### src/verilog/asd_pkg.sv
package asd_pkg;
  // ----------------------------------------------------------------
  // opcode patterns
  // ----------------------------------------------------------------
  localparam logic [7:0] ASD_PFX_CODE = 8'h2e;
  localparam logic [7:0] ASD_PFX_STACK = 8'h36;
  localparam logic [7:0] ASD_PFX_DATA = 8'h3e;
  localparam logic [7:0] ASD_PFX_EXTRA = 8'h26;
  localparam logic [7:0] ASD_OP_ASCII_SUM = 8'h37;
  localparam logic [7:0] ASD_OP_DEC_SUM = 8'h27;
  localparam logic [7:0] ASD_OP_ASCII_DIFF = 8'h3f;
  localparam logic [7:0] ASD_OP_DEC_DIFF = 8'h2f;
  // upper six bits of two-bit-suffixed opcodes
  localparam logic [5:0] ASD_RM_ADD = 6'h00;
  localparam logic [5:0] ASD_RM_ADC = 6'h04;
  localparam logic [5:0] ASD_RM_SUB = 6'h0a;
  localparam logic [5:0] ASD_RM_SBB = 6'h06;
  localparam logic [5:0] ASD_IMM_GRP = 6'h20;
  // upper seven bits of width-suffixed opcodes
  localparam logic [6:0] ASD_ACC_ADD = 7'h02;
  localparam logic [6:0] ASD_ACC_ADC = 7'h0a;
  localparam logic [6:0] ASD_ACC_SUB = 7'h16;
  localparam logic [6:0] ASD_ACC_SBB = 7'h0e;
  localparam logic [6:0] ASD_UNARY_GRP = 7'h7b;
  // addressing-form reg field selectors
  localparam logic [2:0] ASD_SEL_ADD = 3'h0;
  localparam logic [2:0] ASD_SEL_ADC = 3'h2;
  localparam logic [2:0] ASD_SEL_SBB = 3'h3;
  localparam logic [2:0] ASD_SEL_SUB = 3'h5;
  localparam logic [2:0] ASD_SEL_NEG = 3'h3;
  localparam logic [2:0] ASD_SEL_MUL = 3'h4;
  localparam logic [1:0] ASD_MOD_REG = 2'h3;
  // ----------------------------------------------------------------
  // cycle counts
  // ----------------------------------------------------------------
  localparam logic [5:0] ASD_CYC_PREFIX = 6'd2;
  localparam logic [5:0] ASD_CYC_RM_REG = 6'd3;
  localparam logic [5:0] ASD_CYC_RM_MEM = 6'd10;
  localparam logic [5:0] ASD_CYC_IMM_REG = 6'd4;
  localparam logic [5:0] ASD_CYC_IMM_MEM = 6'd16;
  localparam logic [5:0] ASD_CYC_ACC_BYTE = 6'd3;
  localparam logic [5:0] ASD_CYC_ACC_WORD = 6'd4;
  localparam logic [5:0] ASD_CYC_ASCII_SUM = 6'd8;
  localparam logic [5:0] ASD_CYC_DEC_ADJ = 6'd4;
  localparam logic [5:0] ASD_CYC_ASCII_DIFF = 6'd7;
  localparam logic [5:0] ASD_CYC_MUL_RB = 6'd26;
  localparam logic [5:0] ASD_CYC_MUL_RW = 6'd35;
  localparam logic [5:0] ASD_CYC_MUL_MB = 6'd32;
  localparam logic [5:0] ASD_CYC_MUL_MW = 6'd41;
  localparam logic [5:0] ASD_CYC_MUL_SPREAD = 6'd2;
  localparam logic [5:0] ASD_CYC_NARROW_WORD = 6'd4;

  // ----------------------------------------------------------------
  // operation codes reported to execution
  // ----------------------------------------------------------------
  typedef enum logic [3:0] {
    ASD_NONE = 4'h0,
    ASD_SEG_OVERRIDE = 4'h1,
    ASD_SUM = 4'h2,
    ASD_SUM_CARRY = 4'h3,
    ASD_DIFFERENCE = 4'h4,
    ASD_DIFFERENCE_WITH_BORROW = 4'h5,
    ASD_TWOS_COMPLEMENT_NEGATE = 4'h6,
    ASD_ASCII_ADJUST_AFTER_SUM = 4'h7,
    ASD_DECIMAL_ADJUST_AFTER_SUM = 4'h8,
    ASD_ASCII_ADJUST_AFTER_DIFFERENCE = 4'h9,
    ASD_DECIMAL_ADJUST_AFTER_DIFFERENCE = 4'ha,
    ASD_UNSIGNED_PRODUCT = 4'hb,
    ASD_ILLEGAL = 4'hf
  } asd_op_type;

  typedef enum logic [2:0] {
    ASD_ONE_HOT_SEG_CODE = 3'h0,
    ASD_SEG_STACK = 3'h1,
    ASD_SEG_DATA = 3'h2,
    ASD_SEG_EXTRA = 3'h3,
    ASD_SEG_NONE = 3'h4
  } asd_seg_type;
endpackage : asd_pkg
### src/verilog/asd_arith_segment_decoder.sv
`timescale 1ns/1ps
// How it works
// - four segment prefixes, two cycles each
// - add forms, register/memory, immediate, accumulator
// - add-with-carry forms and their cycle counts
// - subtract forms and their cycle counts
// - subtract-with-borrow forms and cycle counts
// - negate from unary group, reg field 011
// - ascii adjust after sum, eight cycles
// - decimal adjust after sum, four cycles
// - ascii adjust after difference, seven cycles
// - decimal adjust after difference, four cycles
// - unsigned product, reg field 100, timed
// - narrow bus adds four per word memory
// - second immediate byte only when s,w=01
module asd_arith_segment_decoder
  import asd_pkg::*;
#(
  parameter bit NARROW_BUS = 1'b0
) (
  input wire logic core_clk,
  input wire logic reset_n,
  input wire logic clk_en,
  input wire logic [7:0] queueByte,
  input wire logic queueValid,
  output logic queueTake,
  output logic instrValid,
  output asd_op_type instrOp,
  output asd_seg_type segOverride,
  output logic wordOperand,
  output logic regIsDest,
  output logic memOperand,
  output logic [7:0] formByte,
  output logic [15:0] immData,
  output logic [5:0] execCycles,
  output logic execDone
);
  // ----------------------------------------------------------------
  // fetch sequencer
  // ----------------------------------------------------------------
  typedef enum logic [4:0] {
    ASD_ST_OPCODE = 5'b00001,
    ASD_ST_FORM = 5'b00010,
    ASD_ST_IMM_LO = 5'b00100,
    ASD_ST_IMM_HI = 5'b01000,
    ASD_ST_EXEC = 5'b10000
  } asd_state_type;

  asd_state_type state, next_state;
  logic [7:0] opcode, next_opcode;
  logic [7:0] next_formByte;
  logic [15:0] next_immData;
  asd_op_type next_instrOp;
  asd_seg_type next_segOverride;
  logic next_instrValid;
  logic [5:0] next_execCycles;
  logic timerBusy;
  logic timerDone;
  logic timerStart;
  logic take;

  // operand-form classification of the opcode held
  logic isRm, isImmGrp, isAcc, isUnary, wordBit, sxBit;
  logic [5:0] cyc;
  logic [2:0] sel;
  asd_op_type opFromForm;

  assign take = queueValid && !queueTake && timerBusy == 1'b0 && state != ASD_ST_EXEC;
  assign wordBit = opcode[0];
  assign sxBit = opcode[1];
  assign isRm = opcode[7:2] == ASD_RM_ADD || opcode[7:2] == ASD_RM_ADC
             || opcode[7:2] == ASD_RM_SUB || opcode[7:2] == ASD_RM_SBB;
  assign isImmGrp = opcode[7:2] == ASD_IMM_GRP;
  assign isAcc = opcode[7:1] == ASD_ACC_ADD || opcode[7:1] == ASD_ACC_ADC
              || opcode[7:1] == ASD_ACC_SUB || opcode[7:1] == ASD_ACC_SBB;
  assign isUnary = opcode[7:1] == ASD_UNARY_GRP;
  assign sel = formByte[5:3];

  always_comb begin
    opFromForm = ASD_ILLEGAL;
    if (isImmGrp) begin
      case (sel)
        ASD_SEL_ADD: opFromForm = ASD_SUM;
        ASD_SEL_ADC: opFromForm = ASD_SUM_CARRY;
        ASD_SEL_SUB: opFromForm = ASD_DIFFERENCE;
        ASD_SEL_SBB: opFromForm = ASD_DIFFERENCE_WITH_BORROW;
        default: opFromForm = ASD_ILLEGAL;
      endcase
    end else if (isUnary) begin
      if (sel == ASD_SEL_NEG) opFromForm = ASD_TWOS_COMPLEMENT_NEGATE;
      else if (sel == ASD_SEL_MUL) opFromForm = ASD_UNSIGNED_PRODUCT;
    end else begin
      case (opcode[7:2])
        ASD_RM_ADD: opFromForm = ASD_SUM;
        ASD_RM_ADC: opFromForm = ASD_SUM_CARRY;
        ASD_RM_SUB: opFromForm = ASD_DIFFERENCE;
        ASD_RM_SBB: opFromForm = ASD_DIFFERENCE_WITH_BORROW;
        default: opFromForm = ASD_ILLEGAL;
      endcase
    end
  end

  // execution time of the held instruction; mem from mod field
  always_comb begin
    logic mem;
    mem = formByte[7:6] != ASD_MOD_REG;
    cyc = ASD_CYC_RM_REG;
    if (isRm || (isUnary && sel == ASD_SEL_NEG)) begin
      cyc = mem ? ASD_CYC_RM_MEM : ASD_CYC_RM_REG;
    end else if (isImmGrp) begin
      cyc = mem ? ASD_CYC_IMM_MEM : ASD_CYC_IMM_REG;
    end else if (isUnary) begin
      // fastest end of each documented range; data-dependent spread not modelled
      if (mem) cyc = wordBit ? ASD_CYC_MUL_MW : ASD_CYC_MUL_MB;
      else cyc = wordBit ? ASD_CYC_MUL_RW : ASD_CYC_MUL_RB;
    end else if (isAcc) begin
      cyc = wordBit ? ASD_CYC_ACC_WORD : ASD_CYC_ACC_BYTE;
    end
    // narrow bus pays ASD_CYC_NARROW_WORD once per instruction with a word memory operand
    if (NARROW_BUS && mem && wordBit && (isRm || isImmGrp || isUnary)) begin
      cyc = cyc + ASD_CYC_NARROW_WORD;
    end
  end

  always_comb begin
    next_state = state;
    next_opcode = opcode;
    next_formByte = formByte;
    next_immData = immData;
    next_instrOp = instrOp;
    next_segOverride = segOverride;
    next_instrValid = 1'b0;
    next_execCycles = execCycles;
    timerStart = 1'b0;
    case (state)
      ASD_ST_OPCODE: begin
        if (take) begin
          next_opcode = queueByte;
          next_formByte = 8'h00;
          next_immData = 16'h0000;
          next_state = ASD_ST_EXEC;
          next_instrValid = 1'b1;
          timerStart = 1'b1;
          case (queueByte)
            ASD_PFX_CODE, ASD_PFX_STACK, ASD_PFX_DATA, ASD_PFX_EXTRA: begin
              next_instrOp = ASD_SEG_OVERRIDE;
              next_segOverride = asd_seg_type'({1'b0, 2'(queueByte[4:3] - 2'h1)});
              next_execCycles = ASD_CYC_PREFIX;
            end
            ASD_OP_ASCII_SUM: begin
              next_instrOp = ASD_ASCII_ADJUST_AFTER_SUM;
              next_execCycles = ASD_CYC_ASCII_SUM;
            end
            ASD_OP_DEC_SUM: begin
              next_instrOp = ASD_DECIMAL_ADJUST_AFTER_SUM;
              next_execCycles = ASD_CYC_DEC_ADJ;
            end
            ASD_OP_ASCII_DIFF: begin
              next_instrOp = ASD_ASCII_ADJUST_AFTER_DIFFERENCE;
              next_execCycles = ASD_CYC_ASCII_DIFF;
            end
            ASD_OP_DEC_DIFF: begin
              next_instrOp = ASD_DECIMAL_ADJUST_AFTER_DIFFERENCE;
              next_execCycles = ASD_CYC_DEC_ADJ;
            end
            default: begin
              next_instrValid = 1'b0;
              timerStart = 1'b0;
              next_state = ASD_ST_FORM;
              if (queueByte[7:1] == ASD_ACC_ADD || queueByte[7:1] == ASD_ACC_ADC
                  || queueByte[7:1] == ASD_ACC_SUB || queueByte[7:1] == ASD_ACC_SBB) begin
                next_state = ASD_ST_IMM_LO;
              end
            end
          endcase
        end
      end
      ASD_ST_FORM: begin
        if (take) begin
          next_formByte = queueByte;
          next_state = isImmGrp ? ASD_ST_IMM_LO : ASD_ST_EXEC;
        end
      end
      ASD_ST_IMM_LO: begin
        if (take) begin
          // single byte sign-extends for word width unless s,w=01
          next_immData = {(sxBit && wordBit) ? {8{queueByte[7]}} : 8'h00, queueByte};
          next_state = (wordBit && (isAcc || !sxBit)) ? ASD_ST_IMM_HI : ASD_ST_EXEC;
          if (isAcc) next_formByte = {ASD_MOD_REG, 6'h00};
        end
      end
      ASD_ST_IMM_HI: begin
        if (take) begin
          next_immData = {queueByte, immData[7:0]};
          next_state = ASD_ST_EXEC;
        end
      end
      ASD_ST_EXEC: begin
        // first pass through here after a multi-byte fetch launches the timer
        if (!timerBusy && !timerDone && !instrValid) begin
          next_instrOp = isAcc ? opFromFormAcc(opcode) : opFromForm;
          next_segOverride = ASD_SEG_NONE;
          next_execCycles = cyc;
          next_instrValid = 1'b1;
          timerStart = 1'b1;
        end else if (timerDone) begin
          next_state = ASD_ST_OPCODE;
        end
      end
      default: next_state = ASD_ST_OPCODE;
    endcase
  end

  function automatic asd_op_type opFromFormAcc(input logic [7:0] op);
    case (op[7:1])
      ASD_ACC_ADD: return ASD_SUM;
      ASD_ACC_ADC: return ASD_SUM_CARRY;
      ASD_ACC_SUB: return ASD_DIFFERENCE;
      ASD_ACC_SBB: return ASD_DIFFERENCE_WITH_BORROW;
      default: return ASD_ILLEGAL;
    endcase
  endfunction : opFromFormAcc

  always_ff @(posedge core_clk) begin
    if (!reset_n) begin
      state <= ASD_ST_OPCODE;
      opcode <= 8'h00;
      formByte <= 8'h00;
      immData <= 16'h0000;
      instrOp <= ASD_NONE;
      segOverride <= ASD_SEG_NONE;
      instrValid <= 1'b0;
      execCycles <= 6'h00;
      queueTake <= 1'b0;
      wordOperand <= 1'b0;
      regIsDest <= 1'b0;
      memOperand <= 1'b0;
    end else if (clk_en) begin
      state <= next_state;
      opcode <= next_opcode;
      formByte <= next_formByte;
      immData <= next_immData;
      instrOp <= next_instrOp;
      segOverride <= next_segOverride;
      instrValid <= next_instrValid;
      execCycles <= next_execCycles;
      queueTake <= take;
      wordOperand <= next_opcode[0];
      regIsDest <= next_opcode[1] && (isRm || next_state == ASD_ST_FORM);
      memOperand <= next_formByte[7:6] != ASD_MOD_REG && next_state == ASD_ST_EXEC;
    end
  end

  asd_cycle_timer #(
    .WIDTH(6)
  ) u_timer (
    .core_clk(core_clk),
    .reset_n(reset_n),
    .clk_en(clk_en),
    .start(timerStart),
    .cycles(next_execCycles),
    .busy(timerBusy),
    .done(timerDone)
  );

  always_ff @(posedge core_clk) begin
    if (!reset_n) execDone <= 1'b0;
    else if (clk_en) execDone <= timerDone;
  end

  // ----------------------------------------------------------------
  // checks
  // ----------------------------------------------------------------
  prefix_two_cyc_a: assert property (@(posedge core_clk) disable iff (!reset_n)
    instrValid && instrOp == ASD_SEG_OVERRIDE |-> execCycles == ASD_CYC_PREFIX)
    else $error("prefix timing wrong");
  ascii_sum_cyc_a: assert property (@(posedge core_clk) disable iff (!reset_n)
    instrValid && instrOp == ASD_ASCII_ADJUST_AFTER_SUM |-> execCycles == 6'd8)
    else $error("ascii sum timing wrong");
  dec_sum_cyc_a: assert property (@(posedge core_clk) disable iff (!reset_n)
    instrValid && instrOp == ASD_DECIMAL_ADJUST_AFTER_SUM |-> execCycles == 6'd4)
    else $error("decimal sum timing wrong");
  ascii_diff_cyc_a: assert property (@(posedge core_clk) disable iff (!reset_n)
    instrValid && instrOp == ASD_ASCII_ADJUST_AFTER_DIFFERENCE |-> execCycles == 6'd7)
    else $error("ascii diff timing wrong");
  dec_diff_cyc_a: assert property (@(posedge core_clk) disable iff (!reset_n)
    instrValid && instrOp == ASD_DECIMAL_ADJUST_AFTER_DIFFERENCE |-> execCycles == 6'd4)
    else $error("decimal diff timing wrong");
  neg_cyc_a: assert property (@(posedge core_clk) disable iff (!reset_n)
    instrValid && instrOp == ASD_TWOS_COMPLEMENT_NEGATE && !NARROW_BUS
    |-> execCycles == (memOperand ? 6'd10 : 6'd3))
    else $error("negate timing wrong");
  mul_range_a: assert property (@(posedge core_clk) disable iff (!reset_n)
    instrValid && instrOp == ASD_UNSIGNED_PRODUCT && !NARROW_BUS
    |-> execCycles >= 6'd26 && execCycles <= 6'd43)
    else $error("product timing out of range");
  done_after_a: assert property (@(posedge core_clk) disable iff (!reset_n || !clk_en)
    instrValid && instrOp == ASD_SEG_OVERRIDE |-> ##2 execDone)
    else $error("prefix did not finish in two cycles");
  acc_cyc_a: assert property (@(posedge core_clk) disable iff (!reset_n)
    instrValid && isAcc |-> execCycles == (wordOperand ? 6'd4 : 6'd3))
    else $error("accumulator timing wrong");

  prefix_c: cover property (@(posedge core_clk) instrValid && instrOp == ASD_SEG_OVERRIDE);
  imm_word_c: cover property (@(posedge core_clk) instrValid && isImmGrp && !sxBit && wordBit);
  mul_c: cover property (@(posedge core_clk) instrValid && instrOp == ASD_UNSIGNED_PRODUCT);
endmodule : asd_arith_segment_decoder

### src/verilog/asd_cycle_timer.sv
`timescale 1ns/1ps
// counts down an execution time and pulses done on the final cycle
module asd_cycle_timer
  import asd_pkg::*;
#(
  parameter int WIDTH = 6
) (
  input wire logic core_clk,
  input wire logic reset_n,
  input wire logic clk_en,
  input wire logic start,
  input wire logic [WIDTH-1:0] cycles,
  output logic busy,
  output logic done
);
  logic [WIDTH-1:0] remain;
  logic [WIDTH-1:0] next_remain;
  logic next_busy;
  logic next_done;

  always_comb begin
    next_remain = remain;
    next_busy = busy;
    next_done = 1'b0;
    if (start) begin
      next_remain = cycles - WIDTH'(1);
      next_busy = 1'b1;
    end else if (busy) begin
      if (remain == WIDTH'(1)) begin
        next_busy = 1'b0;
        next_done = 1'b1;
        next_remain = '0;
      end else begin
        next_remain = remain - WIDTH'(1);
      end
    end
  end

  always_ff @(posedge core_clk) begin
    if (!reset_n) begin
      remain <= '0;
      busy <= 1'b0;
      done <= 1'b0;
    end else if (clk_en) begin
      remain <= next_remain;
      busy <= next_busy;
      done <= next_done;
    end
  end
endmodule : asd_cycle_timer

### config.mk
export PLATFORM = sky130hd
export DESIGN_NAME = asd_arith_segment_decoder
export DESIGN_NICKNAME = d
export VERILOG_FILES = /design/src/verilog/asd_pkg.sv /design/src/verilog/asd_arith_segment_decoder.sv /design/src/verilog/asd_cycle_timer.sv
export SDC_FILE = /design/constraint.sdc
export NUM_CORES = 1
export LEC_CHECK = 0
export ABC_AREA = 1
export BUFFER_PORTS_ARGS = -buffer_cell sky130_fd_sc_hd__buf_4
export CAP_MARGIN = 25
export CORE_ASPECT_RATIO = 0.6
export CORE_MARGIN = 8
export CORE_UTILIZATION = 58
export DETAILED_ROUTE_END_ITERATION = 12
export GPL_TIMING_DRIVEN = 0
export PLACE_DENSITY = 0.81
export RECOVER_POWER = 100
export SETUP_SLACK_MARGIN = 0.2
export SYNTH_ARGS = -nofsm -noshare
export SYNTH_HDL_FRONTEND = slang
export SYNTH_HIERARCHICAL = 1
export SYNTH_SLANG_ARGS = --single-unit
### constraint.sdc
create_clock -name core_clk -period 3.4 [get_ports core_clk]
set_input_delay 1.02 -clock core_clk [delete_from_list [all_inputs] [get_ports core_clk]]
set_output_delay 1.02 -clock core_clk [all_outputs]
set_load 0.05 [all_outputs]
**After elaboration in Yosys (flattened, before gate mapping)**

Cells that the tools add are included.

- Word-level logic and storage cells: 178
- Register bits after elaboration: 64

- Add/sub/neg operators: 3
- Muxes and demuxes: 66
- Eq/ne operators: 44
- Bitwise logic cells: 2
- Reduce and logical (&&, ||, !) cells: 44

Operators by type and width:

| cell | count |
|---|---|
| 8-bit by 6-bit == test with 1-bit output, second input constant | 8 |
| 6-bit two-way mux | 10 |
| 5-bit two-way mux | 10 |
| 16-bit two-way mux | 3 |
| 16-bit case mux with 3 select lines | 1 |
| 4-bit case mux with 4 select lines | 3 |
| 8-bit two-way mux | 5 |
| 4-bit two-way mux | 8 |
| 7-bit by 4-bit == test with 1-bit output, second input constant | 4 |
| 5-bit case mux with 5 select lines | 1 |
| 6-bit case mux with 4 select lines | 1 |
| 8-bit case mux with 3 select lines | 1 |
| 3-bit two-way mux | 7 |
| 4-bit case mux with 5 select lines | 1 |
| 5-bit AND reduction | 4 |
| 2-bit inequality test, second input constant | 8 |
| 7-bit by 2-bit == test with 1-bit output, second input constant | 2 |
| 7-bit by 5-bit == test with 1-bit output, second input constant | 2 |
| 6-bit by 3-bit == test with 1-bit output, second input constant | 2 |
| 1-bit logical OR | 12 |
| 6-bit case mux with 2 select lines | 1 |
| 6-bit by 1-bit subtractor with 6-bit output, second input constant | 2 |
| 5-bit by 2-bit == test with 1-bit output, second input constant | 2 |
| 5-bit == test, second input constant | 2 |
| 31 further kinds | 59 |

**Logic depth before layout (Yosys ltp)**

Gate-level depths: netlist (run 1).

- Depth after elaboration: 12
- Gate-level depth with buffers: 21
- Mapped depth without buffers: 21

**Hierarchy**

Netlist (run 1), hierarchy kept.

Modules (own cells, without submodules):

| module | times used | area an instance (um^2) | cells an instance |
|---|---|---|---|
| asd_arith_segment_decoder | 1 | 3209.3 | 480 |
| asd_cycle_timer | 1 | 628.1 | 100 |

**Least setup slack after synthesis (run 1)**

Ideal clock, no wire load.

- Path type: input to register
- From: in queueByte[6]
- To: reg u_timer.remain[4]
- Arrival: 2.618 ns
- Stages: 17
- Required time: 3.291 ns
- Setup slack: 0.673 ns
- Library setup time: 0.109 ns
- Path buffers: 0
- Cell sequence: nor2_1 > nand2_1 > a21oi_1 > nand2_4 > nand2_4 > inv_2 > nand2_1 > nand3_1 > inv_1 > ha_1 > inv_1 > nor2_1 > nand3_1 > nand3_1 > nand3_1 > nand2_1 > inv_1

- Cells in the longest elaborated chain, start to end: 7
- Elaborated cells between the ends (all ways): 21
- Classes of those cells: 1 x add/sub; 8 x eq/ne; 7 x mux; 5 x reduce/logical

RTL lines:

| element | line | RTL |
|---|---|---|
| from (decl) | asd_arith_segment_decoder.sv:24 | `input wire logic [7:0] queueByte,` |
| 8-bit by 6-bit == test with 1-bit output | - |  |
| 8-bit OR reduction (no source line) (*) | - |  |
| 1-bit two-way mux (*) (2 in series) | - |  |
| 1-bit case mux with 2 select lines (*) | - |  |
| via next_instrValid | asd_arith_segment_decoder.sv:55 | `logic next_instrValid;` |
| 2-bit nonzero test (no source line) | - |  |
| 2-bit AND reduction (no source line) | - |  |
| to (signal assigned) | asd_cycle_timer.sv:45 | `remain <= next_remain;` |
| to (decl) | asd_cycle_timer.sv:16 | `logic [WIDTH-1:0] remain;` |

The timed path passes the listed nets; every way through them passes the cells marked *.
A chain may end at the register's enable or synchronous reset.

**Worst setup path after layout (run 1)**

- From: in queueValid
- To: reg u_timer.remain[5]

- Cells in the longest elaborated chain, start to end: 7
- Elaborated cells between the ends (all ways): 11
- Classes of those cells: 1 x add/sub; 5 x mux; 5 x reduce/logical

RTL lines:

| element | line | RTL |
|---|---|---|
| from (decl) | asd_arith_segment_decoder.sv:25 | `input wire logic queueValid,` |
| 1-bit logical AND (*) (3 in series) | asd_arith_segment_decoder.sv:68 | `assign take = queueValid && !queueTake && timerBusy == 1'b0 && state != ASD_ST_EXEC;` |
| 1-bit two-way mux (*) | - |  |
| 1-bit case mux with 2 select lines (*) | - |  |
| via next_instrValid | asd_arith_segment_decoder.sv:55 |  |
| 2-bit nonzero test (no source line) | - |  |
| 2-bit AND reduction (no source line) | - |  |

Marks and branches as above.

==> impl_metrics.toml, run 1 <==
[sta]
tightest_slew_ns = 0.801
finalSetupViolations = 0
final.setup.tns_ns = 0
setup_slack_ns = 0.341
max_freq_ghz = 0.327
fin_crit_ns = 3.06
finalHoldViolations = 0
slew-limit-headroom_pct = 46.1
final_max_slew_viol_count = 0
fin_skew_ns = 0.0103
timing.final.crit_share_pct = 90.0
rsz0062_at_grt = "no"

[layout]
nFillCells = 646
finish.instance_area_um2 = 4360
final_core_util_pct = 66.8
finish.net_count = 666
flow.area_growth_from_synthesis_pct = 13.7
regArea_um2 = 1260
insertedDiodeCount = 0
post_route_cells_drive_above_1_share_pct = 9.08
stdcell_count = 737
multiInputGateArea_um2 = 2100

[power]
power.ir.vdd_worst_uv = 433
cellLeakagePower_nw = 2.06
powerDensity_nw_per_um2 = 454

[placed_design]
numPlacedInstances = 721
io_buffers = 54
post_dp_cell_area_um2 = 4350
gp_congestion = 0.956
pre_cts_ws_ns = 0.231
post-dp-hpwl_mm = 8.85

[critical_path]
cp_num_buf_inv = 5
crit_path_cell_trace = "buf_4, nand2_1, inv_1, nand2_1, nor2_8, nand2_4, nand2_4, clkbuf_1, nand2_2, nand2_1, clkbuf_1, nand3_1, nand2_1, inv_1"
critical-path-max-stage-delay_ns = 0.40
timing.critical_path.from_type = "input port"
regToRegStartpoint = "u_timer/busy$_SDFFE_PN0P_"
reg2reg_setup_slack_ns = 0.63
timing.rr.end = "u_timer/remain[5]$_SDFFE_PN0P_"
worst-path-max-fanout = 10
cp_common_cell = "sky130_fd_sc_hd__nand2_1"
path_delay_family = "simple AND/OR/NAND/NOR gates"
worstPathRequired_ns = 3.66
worst-endpoint-arrival_ns = 3.32
worstSetupPathType = "in -> reg"
r2r.worst_path.cells = 14
cpMaxStageDelayCell = "sky130_fd_sc_hd__clkbuf_1"
crit_end_element = "flop"

[clock_network]
cts_setup_buffers = 0
htree_num_levels = 3
tritoncts.num_buffers = 9
postCtsHoldBufs = 0
cts.sink_count = 63
clockBufferDepth = 2
postCtsResizedCells = 0
root_buffer_master = "sky130_fd_sc_hd__clkbuf_8"
clkSlewWorstSetupHoldPaths_ns = 0.07
tritoncts = "yes"
clk_latency_ns = 0.36

[yosys]
synth_area_um2 = 3840
yosys_warnings = 6
synthesis.instances = 580
synth_flop_cell = "sky130_fd_sc_hd__dfxtp_1"
yosys.cell_types.count = 46
synth_largest_type_area_fraction_pct = 32.9
synth_largest_area_cell = "sky130_fd_sc_hd__dfxtp_1"
syn_nets = 601
synth_enable_flop_cells = 0
synthesis.area_per_instance_um2 = 6.62
synth_seq_area_share_pct = 32.9
ys_ff_latch = 63
synth.top_cells.by_area = "sky130_fd_sc_hd__dfxtp_1 33%, sky130_fd_sc_hd__nand2_1 14%, sky130_fd_sc_hd__inv_1 7.9%, sky130_fd_sc_hd__a21oi_1 6.9%, sky130_fd_sc_hd__nand3_1 5.3%"
ys_async_sr_fraction_pct = 0

[floorplan]
floorplan.rows = 23
die_h_um = 79.0
start_util_pct = 58.7
full_die_area_um2 = 9560
design.portCount = 55
floorplan.core_area_um2 = 6530
die_extent_in_x_um = 121

[global_route]
grt_start_max_net_pins = 14
grt_pass1_vias = 3646
grt_remaining_overflow = 0
grt_first_pass_wirelength_mm = 18.3
antenna_violations_before_repair = 0
global_route.usage.total_pct = 24.1

[routing]
detail-route-antenna-nets = 0
detailedRoute.firstIterationViolations = 451
dr_total_vias = 4116
post_detailed_route_drc_marker_count = 0
wire_per_inst_um = 15.7
detailedRoute.firstPassIterationCount = 6
drt-total-wl_mm = 11.6
via_per_inst = 5.58

[hold_path]
worst_hold_path_ep = "immData[13]$_SDFFE_PN0P_"
min_delay_path_depth = 2
worstHoldPathType = "reg -> reg"
holdCritStartpoint = "immData[13]$_SDFFE_PN0P_"

[flow_run]
maxCapViolCount = 0

[status]
run_status = "finished, final reports clean"
-- synthesized netlist by cell type (2+ instances only) --
cell type,instances
sky130_fd_sc_hd__inv_1,81
sky130_fd_sc_hd__o21ai_1,10
sky130_fd_sc_hd__dfxtp_1,63
sky130_fd_sc_hd__o21ai_2,3
sky130_fd_sc_hd__nand2_4,3
sky130_fd_sc_hd__nand2_1,139
sky130_fd_sc_hd__inv_2,10
sky130_fd_sc_hd__nor2_2,2
sky130_fd_sc_hd__nor3b_2,3
sky130_fd_sc_hd__o21ai_0,37
sky130_fd_sc_hd__ha_1,9
sky130_fd_sc_hd__and2_1,2
sky130_fd_sc_hd__nor2_4,4
sky130_fd_sc_hd__buf_2,5
sky130_fd_sc_hd__o2111ai_1,2
sky130_fd_sc_hd__a31oi_1,4
sky130_fd_sc_hd__nor2_1,46
sky130_fd_sc_hd__nand2_2,8
sky130_fd_sc_hd__nand3_1,41
sky130_fd_sc_hd__nor3_1,7
sky130_fd_sc_hd__nor3b_1,2
sky130_fd_sc_hd__o21bai_1,3
sky130_fd_sc_hd__nand3b_1,3
sky130_fd_sc_hd__buf_6,4
sky130_fd_sc_hd__nand3_2,2
sky130_fd_sc_hd__nand4_1,8
sky130_fd_sc_hd__o211ai_1,4
sky130_fd_sc_hd__a21oi_1,53
sky130_fd_sc_hd__clkbuf_1,5
-- layer usage --
| layer | track usage, % | up-vias | wire length, um |
|---|---|---|---|
| met2 | 34.4 | 181 | 4770 |
| met4 | 6.69 | 0 | 176 |
| li1 | - | 2010 | - |
| met1 | 34.7 | 1899 | 5560 |
| met5 | 0 | - | 0 |
| met3 | 6.16 | 26 | 1090 |
-- worst min-delay path: stages, from the launching register on --
cell,delay [ns]
sky130_fd_sc_hd__dfxtp_1,0.31
sky130_fd_sc_hd__nand2_1,0.06
sky130_fd_sc_hd__a21oi_1,0.05
-- power breakdown --
part	internal, mW	switching [mW]
clock	0.504	0.308
sequential	0.768	0.0288
combinational	0.0963	0.274
total	1.37	0.610
-- cells in the final DEF (no fill, tap or decap), drive strengths merged, types with 4 or more instances in the layout --
cell type / n
o21ai: 50
nand4: 10
dfxtp: 63
inv: 91
nor2: 53
nand3: 44
a21oi: 54
ha: 9
clkbuf: 67
a31oi: 4
nor3b: 5
buf: 12
o211ai: 5
nor3: 8
nand2: 150
-- flip-flops by register name, summed over array words and instances, names as in the netlist, 3 cells and up --
| register | count |
|---|---|
| segOverride | 3 |
| formByte | 8 |
| immData | 16 |
| execCycles | 6 |
| instrOp | 4 |
| opcode | 8 |
| u_timer/remain | 6 |
| state | 5 |
-- cell families (layout without fill, tap and decap cells) --
family                     Yosys count  in the layout  synth area share (%)
xor gates and xnor gates             2              2                 0.457
adders and majority gates            9              9                  2.93
and+or+nand+nor                    279            279                  34.9
DFF                                 63             63                  32.9
AOI/OAI and AO/OA                  121            121                  17.5
buffers and inverters              106            176                  11.3
-- how the worst max path moves through the flow --
stage	start	endpoint	cells past startpoint
after floorplan	queueByte[6]	u_timer/remain[4]$_SDFFE_PN0P_	17
after global placement	queueByte[6]	u_timer/remain[4]$_SDFFE_PN0P_	18
after detailed placement	queueByte[6]	u_timer/remain[4]$_SDFFE_PN0P_	18
after CTS	queueByte[6]	u_timer/remain[4]$_SDFFE_PN0P_	18
after global routing	queueValid	u_timer/remain[5]$_SDFFE_PN0P_	14
final	queueValid	u_timer/remain[5]$_SDFFE_PN0P_	14
-- metrics by stage --
step / total power [mW] / hold slack, ns
after floorplan: 1.08 / 0.453
after global placement: 1.19 / 0.451
after detailed placement: 1.20 / 0.456
after CTS: 2.00 / 0.467
after global routing: 2.05 / 0.493
final: 1.98 / 0.463
-- area by class of cell --
type                    count  share of cell area (%)
clock buffers              10                    3.16
well taps                  87                    2.50
multi-input cells         411                    48.1
repair buffers             54                    5.51
plain buffers              15                    1.49
inverters                  91                    7.83
clock inverters             6                    2.47
flip-flops and latches     63                    28.9
Note: power is estimated with default switching activity, not from simulation.
==> run 2: changes to the inputs <==
--- a/config.mk
+++ b/config.mk
@@ -8,12 +8,14 @@
 export ABC_AREA = 1
 export BUFFER_PORTS_ARGS = -buffer_cell sky130_fd_sc_hd__buf_4
 export CAP_MARGIN = 25
+export CELL_PAD_IN_SITES_DETAIL_PLACEMENT = 1
+export CELL_PAD_IN_SITES_GLOBAL_PLACEMENT = 1
 export CORE_ASPECT_RATIO = 0.6
 export CORE_MARGIN = 8
-export CORE_UTILIZATION = 58
+export CORE_UTILIZATION = 41
 export DETAILED_ROUTE_END_ITERATION = 12
 export GPL_TIMING_DRIVEN = 0
-export PLACE_DENSITY = 0.81
+export PLACE_DENSITY_LB_ADDON = 0.1
 export RECOVER_POWER = 100
 export SETUP_SLACK_MARGIN = 0.2
 export SYNTH_ARGS = -nofsm -noshare
==> run 2 against run 1 <==
Against the previous run: final cell count up 3.8%; routed wire length up 20%; power up 4.1%; worst hold slack better by 0.0014 ns; register-to-register slack better by 0.10 ns; critical path depth up 4; utilization down 18 points; highest routed layer unchanged; via count down 0.39%; critical path type unchanged; die area up 34%; sequential share of layout area down 0.47 points.
==> impl_metrics.toml, run 2 (same netlist as run 1, synthesis figures left out) <==
[sta]
finalSetupViolations = 0
fin_crit_ns = 3.06
tightest_slew_ns = 0.798
final_max_slew_viol_count = 0
final.setup.tns_ns = 0
timing.final.crit_share_pct = 89.9
slew-limit-headroom_pct = 46.8
max_freq_ghz = 0.327
rsz0062_at_grt = "no"
finalHoldViolations = 0
fin_skew_ns = 0.00764

[routing]
detailedRoute.firstIterationViolations = 303
drt-total-wl_mm = 14.0
post_detailed_route_drc_marker_count = 0
via_per_inst = 5.36
wire_per_inst_um = 18.3
dr_total_vias = 4100
detail-route-antenna-nets = 0
detailedRoute.firstPassIterationCount = 4

[floorplan]
full_die_area_um2 = 12800
design.portCount = 55
floorplan.core_area_um2 = 9120
start_util_pct = 42.1
floorplan.rows = 27
die_h_um = 90.9
die_extent_in_x_um = 141

[clock_network]
tritoncts.num_buffers = 9
postCtsResizedCells = 0
htree_num_levels = 3
cts_setup_buffers = 0
clockBufferDepth = 2
clkSlewWorstSetupHoldPaths_ns = 0.05
clk_latency_ns = 0.33
cts.sink_count = 63
tritoncts = "yes"
root_buffer_master = "sky130_fd_sc_hd__clkbuf_16"
postCtsHoldBufs = 0

[placed_design]
numPlacedInstances = 750
gp_congestion = 0.852
io_buffers = 54
post-dp-hpwl_mm = 10.8

[layout]
layout_top_registers = "immData (16), formByte (8), opcode (8)"
layout.cells.most_common_list = "143 x sky130_fd_sc_hd__nand2_1, 85 x sky130_fd_sc_hd__inv_1, 63 x sky130_fd_sc_hd__dfxtp_1"
flow.area_growth_from_synthesis_pct = 15.6
finish.net_count = 666
stdcell_count = 765
insertedDiodeCount = 0
mostFrequentLayoutCell = "sky130_fd_sc_hd__nand2_1"
regMostFlops = "immData"
post_route_cells_drive_above_1_share_pct = 8.32
max_ffs_per_register = 16

[global_route]
grt_pass1_vias = 4257
grt_start_max_net_pins = 14
grt_remaining_overflow = 0
grt_first_pass_wirelength_mm = 22.6
antenna_violations_before_repair = 0
global_route.usage.total_pct = 22.2

[critical_path]
cpMaxStageDelayCell = "sky130_fd_sc_hd__a21oi_1"
crit_path_cell_trace = "clkbuf_1, nor2_1, nand2_1, a21oi_1, nand2_4, nand2_4, inv_1, nand2_1, nand3_1, inv_1, ha_1, inv_1, nor2_1, nand3_1, nand3_1, nand3_1, nand2_1, inv_1"
worstPathRequired_ns = 3.62
crit_end_element = "flop"
timing.critical_path.from_type = "input port"
worst-endpoint-arrival_ns = 3.28
worst-path-max-fanout = 6
worstSetupPathType = "in -> reg"
critical-path-max-stage-delay_ns = 0.28

[power]
power.net_switching_mw = 0.644
power.ir.vdd_worst_uv = 218
seq_power_share_pct = 38.8
combinationalPowerShare_pct = 18.6
powerDensity_nw_per_um2 = 465
intPower_mw = 1.42
cellLeakagePower_nw = 2.06
proportion_of_total_power_due_to_net_switching_pct = 31.3
pwr-share-clk_pct = 42.6

[hold_path]
worstHoldPathType = "reg -> reg"

[flow_run]
maxCapViolCount = 0

[status]
run_status = "finished, final reports clean"
==> run 2: power by group through the flow <==
| stage | Combinational [mW] | Sequential, mW | Clock (mW) |
|---|---|---|---|
| after global routing | 0.420 | 0.802 | 0.925 |
| after detailed placement | 0.404 | 0.815 | 0 |
| after global placement | 0.391 | 0.812 | 0 |
| final | 0.384 | 0.799 | 0.878 |
| after CTS | 0.408 | 0.799 | 0.889 |
| after floorplan | 0.207 | 0.876 | 0 |
==> run 2: critical path, delay by kind of cell <==
kind	cells	cell delay (ns)
and+or+nand+nor	11	1.23
buffers and inverters	5	0.53
AOI/OAI and AO/OA	1	0.28
adders and majority gates	1	0.20
==> run 2: layout make-up <==
cell class | count | area, um2
multi-input combinational | 411 | 2100
inverter | 91 | 342
clock buffer | 15 | 278
tap | 116 | 145
timing repair buffer | 54 | 236
sequential | 63 | 1260
buffer | 15 | 72.6
fill | 1230 | 4690
==> run 2: path summary, 6_finish.rpt <==
kind | start | to | slack, ns | depth (start not counted)
hold reg to reg | immData[8]$_SDFFE_PN0P_ | immData[8]$_SDFFE_PN0P_ | 0.46 | 2
setup reg to reg | opcode[6]$_SDFFE_PN0P_ | u_timer/remain[4]$_SDFFE_PN0P_ | 0.73 | 19
hold / removal | immData[8]$_SDFFE_PN0P_ | immData[8]$_SDFFE_PN0P_ | 0.46 | 2
setup / recovery | queueByte[6] | u_timer/remain[4]$_SDFFE_PN0P_ | 0.34 | 18
==> run 2: layer usage <==
metal  share of wire (%)  GRT usage, %  routed length [um]
met3                 5.8          5.33                 813
met5                   0             0                   0
met1                  50          30.9                6940
met4                 1.1          4.98                 148
met2                  43          34.1                6070
==> run 2: per-stage QoR <==
step	util (%)	hold WS, ns	setup slack [ns]	area, um2	power, mW
final	48.6	0.465	0.342	4430	2.06
after detailed placement	48.1	0.457	0.176	4390	1.22
after global routing	48.6	0.479	0.127	4430	2.15
after floorplan	-	0.453	0.673	3840	1.08
after global placement	48.1	0.452	0.257	4390	1.20
after CTS	51.2	0.465	0.513	4670	2.10
==> run 3: changes to the inputs <==
--- a/config.mk
+++ b/config.mk
@@ -5,17 +5,16 @@
 export SDC_FILE = /design/constraint.sdc
 export NUM_CORES = 1
 export LEC_CHECK = 0
-export ABC_AREA = 1
 export BUFFER_PORTS_ARGS = -buffer_cell sky130_fd_sc_hd__buf_4
 export CAP_MARGIN = 25
 export CELL_PAD_IN_SITES_DETAIL_PLACEMENT = 1
 export CELL_PAD_IN_SITES_GLOBAL_PLACEMENT = 1
 export CORE_ASPECT_RATIO = 0.6
 export CORE_MARGIN = 8
-export CORE_UTILIZATION = 41
+export CORE_UTILIZATION = 42
 export DETAILED_ROUTE_END_ITERATION = 12
 export GPL_TIMING_DRIVEN = 0
-export PLACE_DENSITY_LB_ADDON = 0.1
+export PLACE_DENSITY = 0.83
 export RECOVER_POWER = 100
 export SETUP_SLACK_MARGIN = 0.2
 export SYNTH_ARGS = -nofsm -noshare
==> run 3 against run 2 <==
Against the previous run: global-route usage up 1.5 points; utilization grew 2.3 points; sequential power down 3.5%; routed wire length rose by 1.0%; clock power is 0.9% lower; critical endpoint is now u_timer/remain[5]$_SDFFE_PN0P_; critical path depth decreased by 6; synthesized area shrank 2.5%; power down 6.5%.
==> impl_metrics.toml, run 3 <==
[yosys]
post_synth_mux_area_share_pct = 2.98
synth_flop_cell = "sky130_fd_sc_hd__dfxtp_1"
yosys.cell_types.count = 76
synth.top_cells.by_area = "sky130_fd_sc_hd__dfxtp_1 34%, sky130_fd_sc_hd__nand2_1 5.9%, sky130_fd_sc_hd__a21oi_1 5.2%, sky130_fd_sc_hd__nand3_1 4.7%, sky130_fd_sc_hd__ha_1 3.0%"
synth_largest_area_cell = "sky130_fd_sc_hd__dfxtp_1"
ys_async_sr_fraction_pct = 0
synth_compound_area_share_pct = 23.5
synth_area_um2 = 3740
synthMostInstantiatedCell = "sky130_fd_sc_hd__dfxtp_1"
synth_seq_area_share_pct = 33.7
synth_top_family_by_area = "simple AND/OR/NAND/NOR gates"
ys_ff_latch = 63
syn_nets = 489
synth-simple-area-share_pct = 27.3
synth_enable_flop_cells = 0
synthesis.area_per_instance_um2 = 7.99
yosys.area_share.xor_xnor_pct = 3.28
commonest_cells_in_the_netlist = "63 x sky130_fd_sc_hd__dfxtp_1, 59 x sky130_fd_sc_hd__nand2_1, 39 x sky130_fd_sc_hd__a21oi_1"
synth_largest_type_area_fraction_pct = 33.7
yosys_warnings = 6
synthesis.instances = 468
adder_cell_share_of_the_synthesized_area_pct = 3.01

[sta]
final_max_slew_viol_count = 0
final.setup.tns_ns = 0
slew-limit-headroom_pct = 20.3
finalHoldViolations = 0
fin_crit_ns = 3.19
finalSetupViolations = 0
fin_skew_ns = 0.00623
max_freq_ghz = 0.314
tightest_slew_ns = 1.18
rsz0062_at_grt = "no"
timing.final.crit_share_pct = 93.7

[routing]
metal3_wl_mm = 1.19
maxUsedRoutingLayer = "met4"
dr_total_vias = 4017
post_detailed_route_drc_marker_count = 0
wire_per_inst_um = 21.8
met1_length_mm = 6.72
detailedRoute.firstIterationViolations = 436
detailedRoute.firstPassIterationCount = 7
via_per_inst = 6.21
detail-route-antenna-nets = 0
drt-total-wl_mm = 14.1
route.met2.wl_mm = 6.01

[hold_path]
worstHoldPathType = "reg -> reg"

[floorplan]
floorplan.rows = 26
die_h_um = 89.1
floorplan.core_area_um2 = 8590
die_extent_in_x_um = 138
start_util_pct = 43.6
full_die_area_um2 = 12300
design.portCount = 55

[power]
powerDensity_nw_per_um2 = 441
cellLeakagePower_nw = 1.58
combinationalPowerShare_pct = 14.9
pwr-share-clk_pct = 45.1
power.ir.vdd_worst_uv = 258
intPower_mw = 1.37
seq_power_share_pct = 40.0
proportion_of_total_power_due_to_net_switching_pct = 28.8
power.net_switching_mw = 0.556

[global_route]
antenna_violations_before_repair = 0
grt_start_max_net_pins = 11
grt_first_pass_wirelength_mm = 22.3
global_route.usage.total_pct = 23.7
grt_pass1_vias = 4002
grt_remaining_overflow = 0

[clock_network]
clockBufferDepth = 2
clkSlewWorstSetupHoldPaths_ns = 0.05
tritoncts.num_buffers = 9
clk_latency_ns = 0.34
cts.sink_count = 63
tritoncts = "yes"
root_buffer_master = "sky130_fd_sc_hd__clkbuf_16"
htree_num_levels = 3
postCtsHoldBufs = 0

[critical_path]
crit_end_element = "flop"
worst-path-max-fanout = 6
worstSetupPathType = "in -> reg"
worst-endpoint-arrival_ns = 3.46
timing.critical_path.from_type = "input port"
worstPathRequired_ns = 3.67

[layout]
insertedDiodeCount = 0
regMostFlops = "immData"
max_ffs_per_register = 16
flow.area_growth_from_synthesis_pct = 16.8
mostFrequentLayoutCell = "sky130_fd_sc_hd__clkbuf_1"
layout_top_registers = "immData (16), formByte (8), opcode (8)"
post_route_cells_drive_above_1_share_pct = 10.8
nFillCells = 1083
finish.net_count = 551
finish.instance_area_um2 = 4370
layout.cells.most_common_list = "67 x sky130_fd_sc_hd__clkbuf_1, 63 x sky130_fd_sc_hd__dfxtp_1, 59 x sky130_fd_sc_hd__nand2_1"

[placed_design]
post_dp_cell_area_um2 = 4260
gp_congestion = 0.954
post-dp-hpwl_mm = 10.7
io_buffers = 51

[flow_run]
maxCapViolCount = 0

[status]
run_status = "finished, final reports clean"
[run 3: cell types whose count changed after synthesis, moves of 13 or more]
cell                       change
sky130_fd_sc_hd__inv_1        -62
sky130_fd_sc_hd__nor2_1       -18
sky130_fd_sc_hd__o21ai_0      -17
sky130_fd_sc_hd__nand2_1      -80
sky130_fd_sc_hd__a21oi_1      -14
sky130_fd_sc_hd__clkbuf_1     +13
[run 3: final timing paths]
path                                              start                             end  slack (ns)  cells after the start
worst min register to register  immData[5]$_SDFFE_PN0P_         immData[5]$_SDFFE_PN0P_        0.46                      2
worst min-delay path            immData[5]$_SDFFE_PN0P_         immData[5]$_SDFFE_PN0P_        0.46                      2
worst max-delay path                         queueValid  u_timer/remain[5]$_SDFFE_PN0P_        0.21                     12
worst max register to register   opcode[3]$_SDFFE_PN0P_  u_timer/remain[5]$_SDFFE_PN0P_        0.35                     11
[run 3: metrics by stage]
stage	hold WS (ns)	instances	total power, mW	utilization [%]	setup WS, ns
2_1_floorplan	0.454	468	0.978	-	0.372
3_3_place_gp	0.442	631	1.07	49.7	-0.273
3_5_place_dp	0.448	631	1.07	49.7	-0.290
4_1_cts	0.455	647	1.94	53.0	0.201
5_1_grt	0.479	647	1.99	50.9	0.107
6_report	0.458	647	1.93	50.9	0.213
[run 3: critical path: stages]
cell                       delay [ns]
sky130_fd_sc_hd__clkbuf_4        0.11
sky130_fd_sc_hd__nor3b_4         0.30
sky130_fd_sc_hd__and4_1          0.27
sky130_fd_sc_hd__clkbuf_2        0.19
sky130_fd_sc_hd__nand2_2         0.14
sky130_fd_sc_hd__a31oi_1         0.25
sky130_fd_sc_hd__nand2_1         0.13
sky130_fd_sc_hd__nor3_1          0.28
sky130_fd_sc_hd__nor3b_1         0.31
sky130_fd_sc_hd__xor2_1          0.20
sky130_fd_sc_hd__a21oi_1         0.10
sky130_fd_sc_hd__o21ai_2         0.14
[run 3: kinds of logic (layout without fill, tap and decap cells)]
| kind of cell | after synthesis | count (layout) |
|---|---|---|
| simple gates | 186 | 186 |
| compound gates | 131 | 131 |
| flops | 63 | 63 |
| buf+inv | 54 | 121 |
| xor+xnor | 14 | 14 |
| mux | 11 | 11 |
| fa+ha+maj | 9 | 9 |
[run 3: layout make-up]
type | instances | area, um2 | share of cell area [%]
multi-input combinational | 351 | 2250 | 51.5
sequential | 63 | 1260 | 28.9
clock buffer | 13 | 260 | 5.96
timing repair buffer | 51 | 214 | 4.90
buffer | 34 | 153 | 3.49
tap | 112 | 140 | 3.21
inverter | 20 | 75.1 | 1.72
clock inverter | 3 | 17.5 | 0.401
[run 3: per-layer routing]
metal  track usage, %  vias to the layer above
li1                 -                     1827
met1             33.6                     1982
met2             34.7                      188
met3             6.06                       20
met4             6.40                        0
met5                0                        -
[run 3: repair_timing]
action / in CTS / in global routing
buffers inserted: 0 / 0
endpoints found under the setup margin: 1 / 5
gates resized for setup: 2 / 4
cloned: 0 / 0
[run 3: power groups by stage]
stage | clock network [mW] | logic, mW | registers, mW
4_1_cts | 0.879 | 0.292 | 0.770
6_report | 0.870 | 0.287 | 0.771
3_5_place_dp | 0 | 0.289 | 0.785
5_1_grt | 0.914 | 0.306 | 0.772
2_1_floorplan | 0 | 0.170 | 0.807
3_3_place_gp | 0 | 0.282 | 0.784
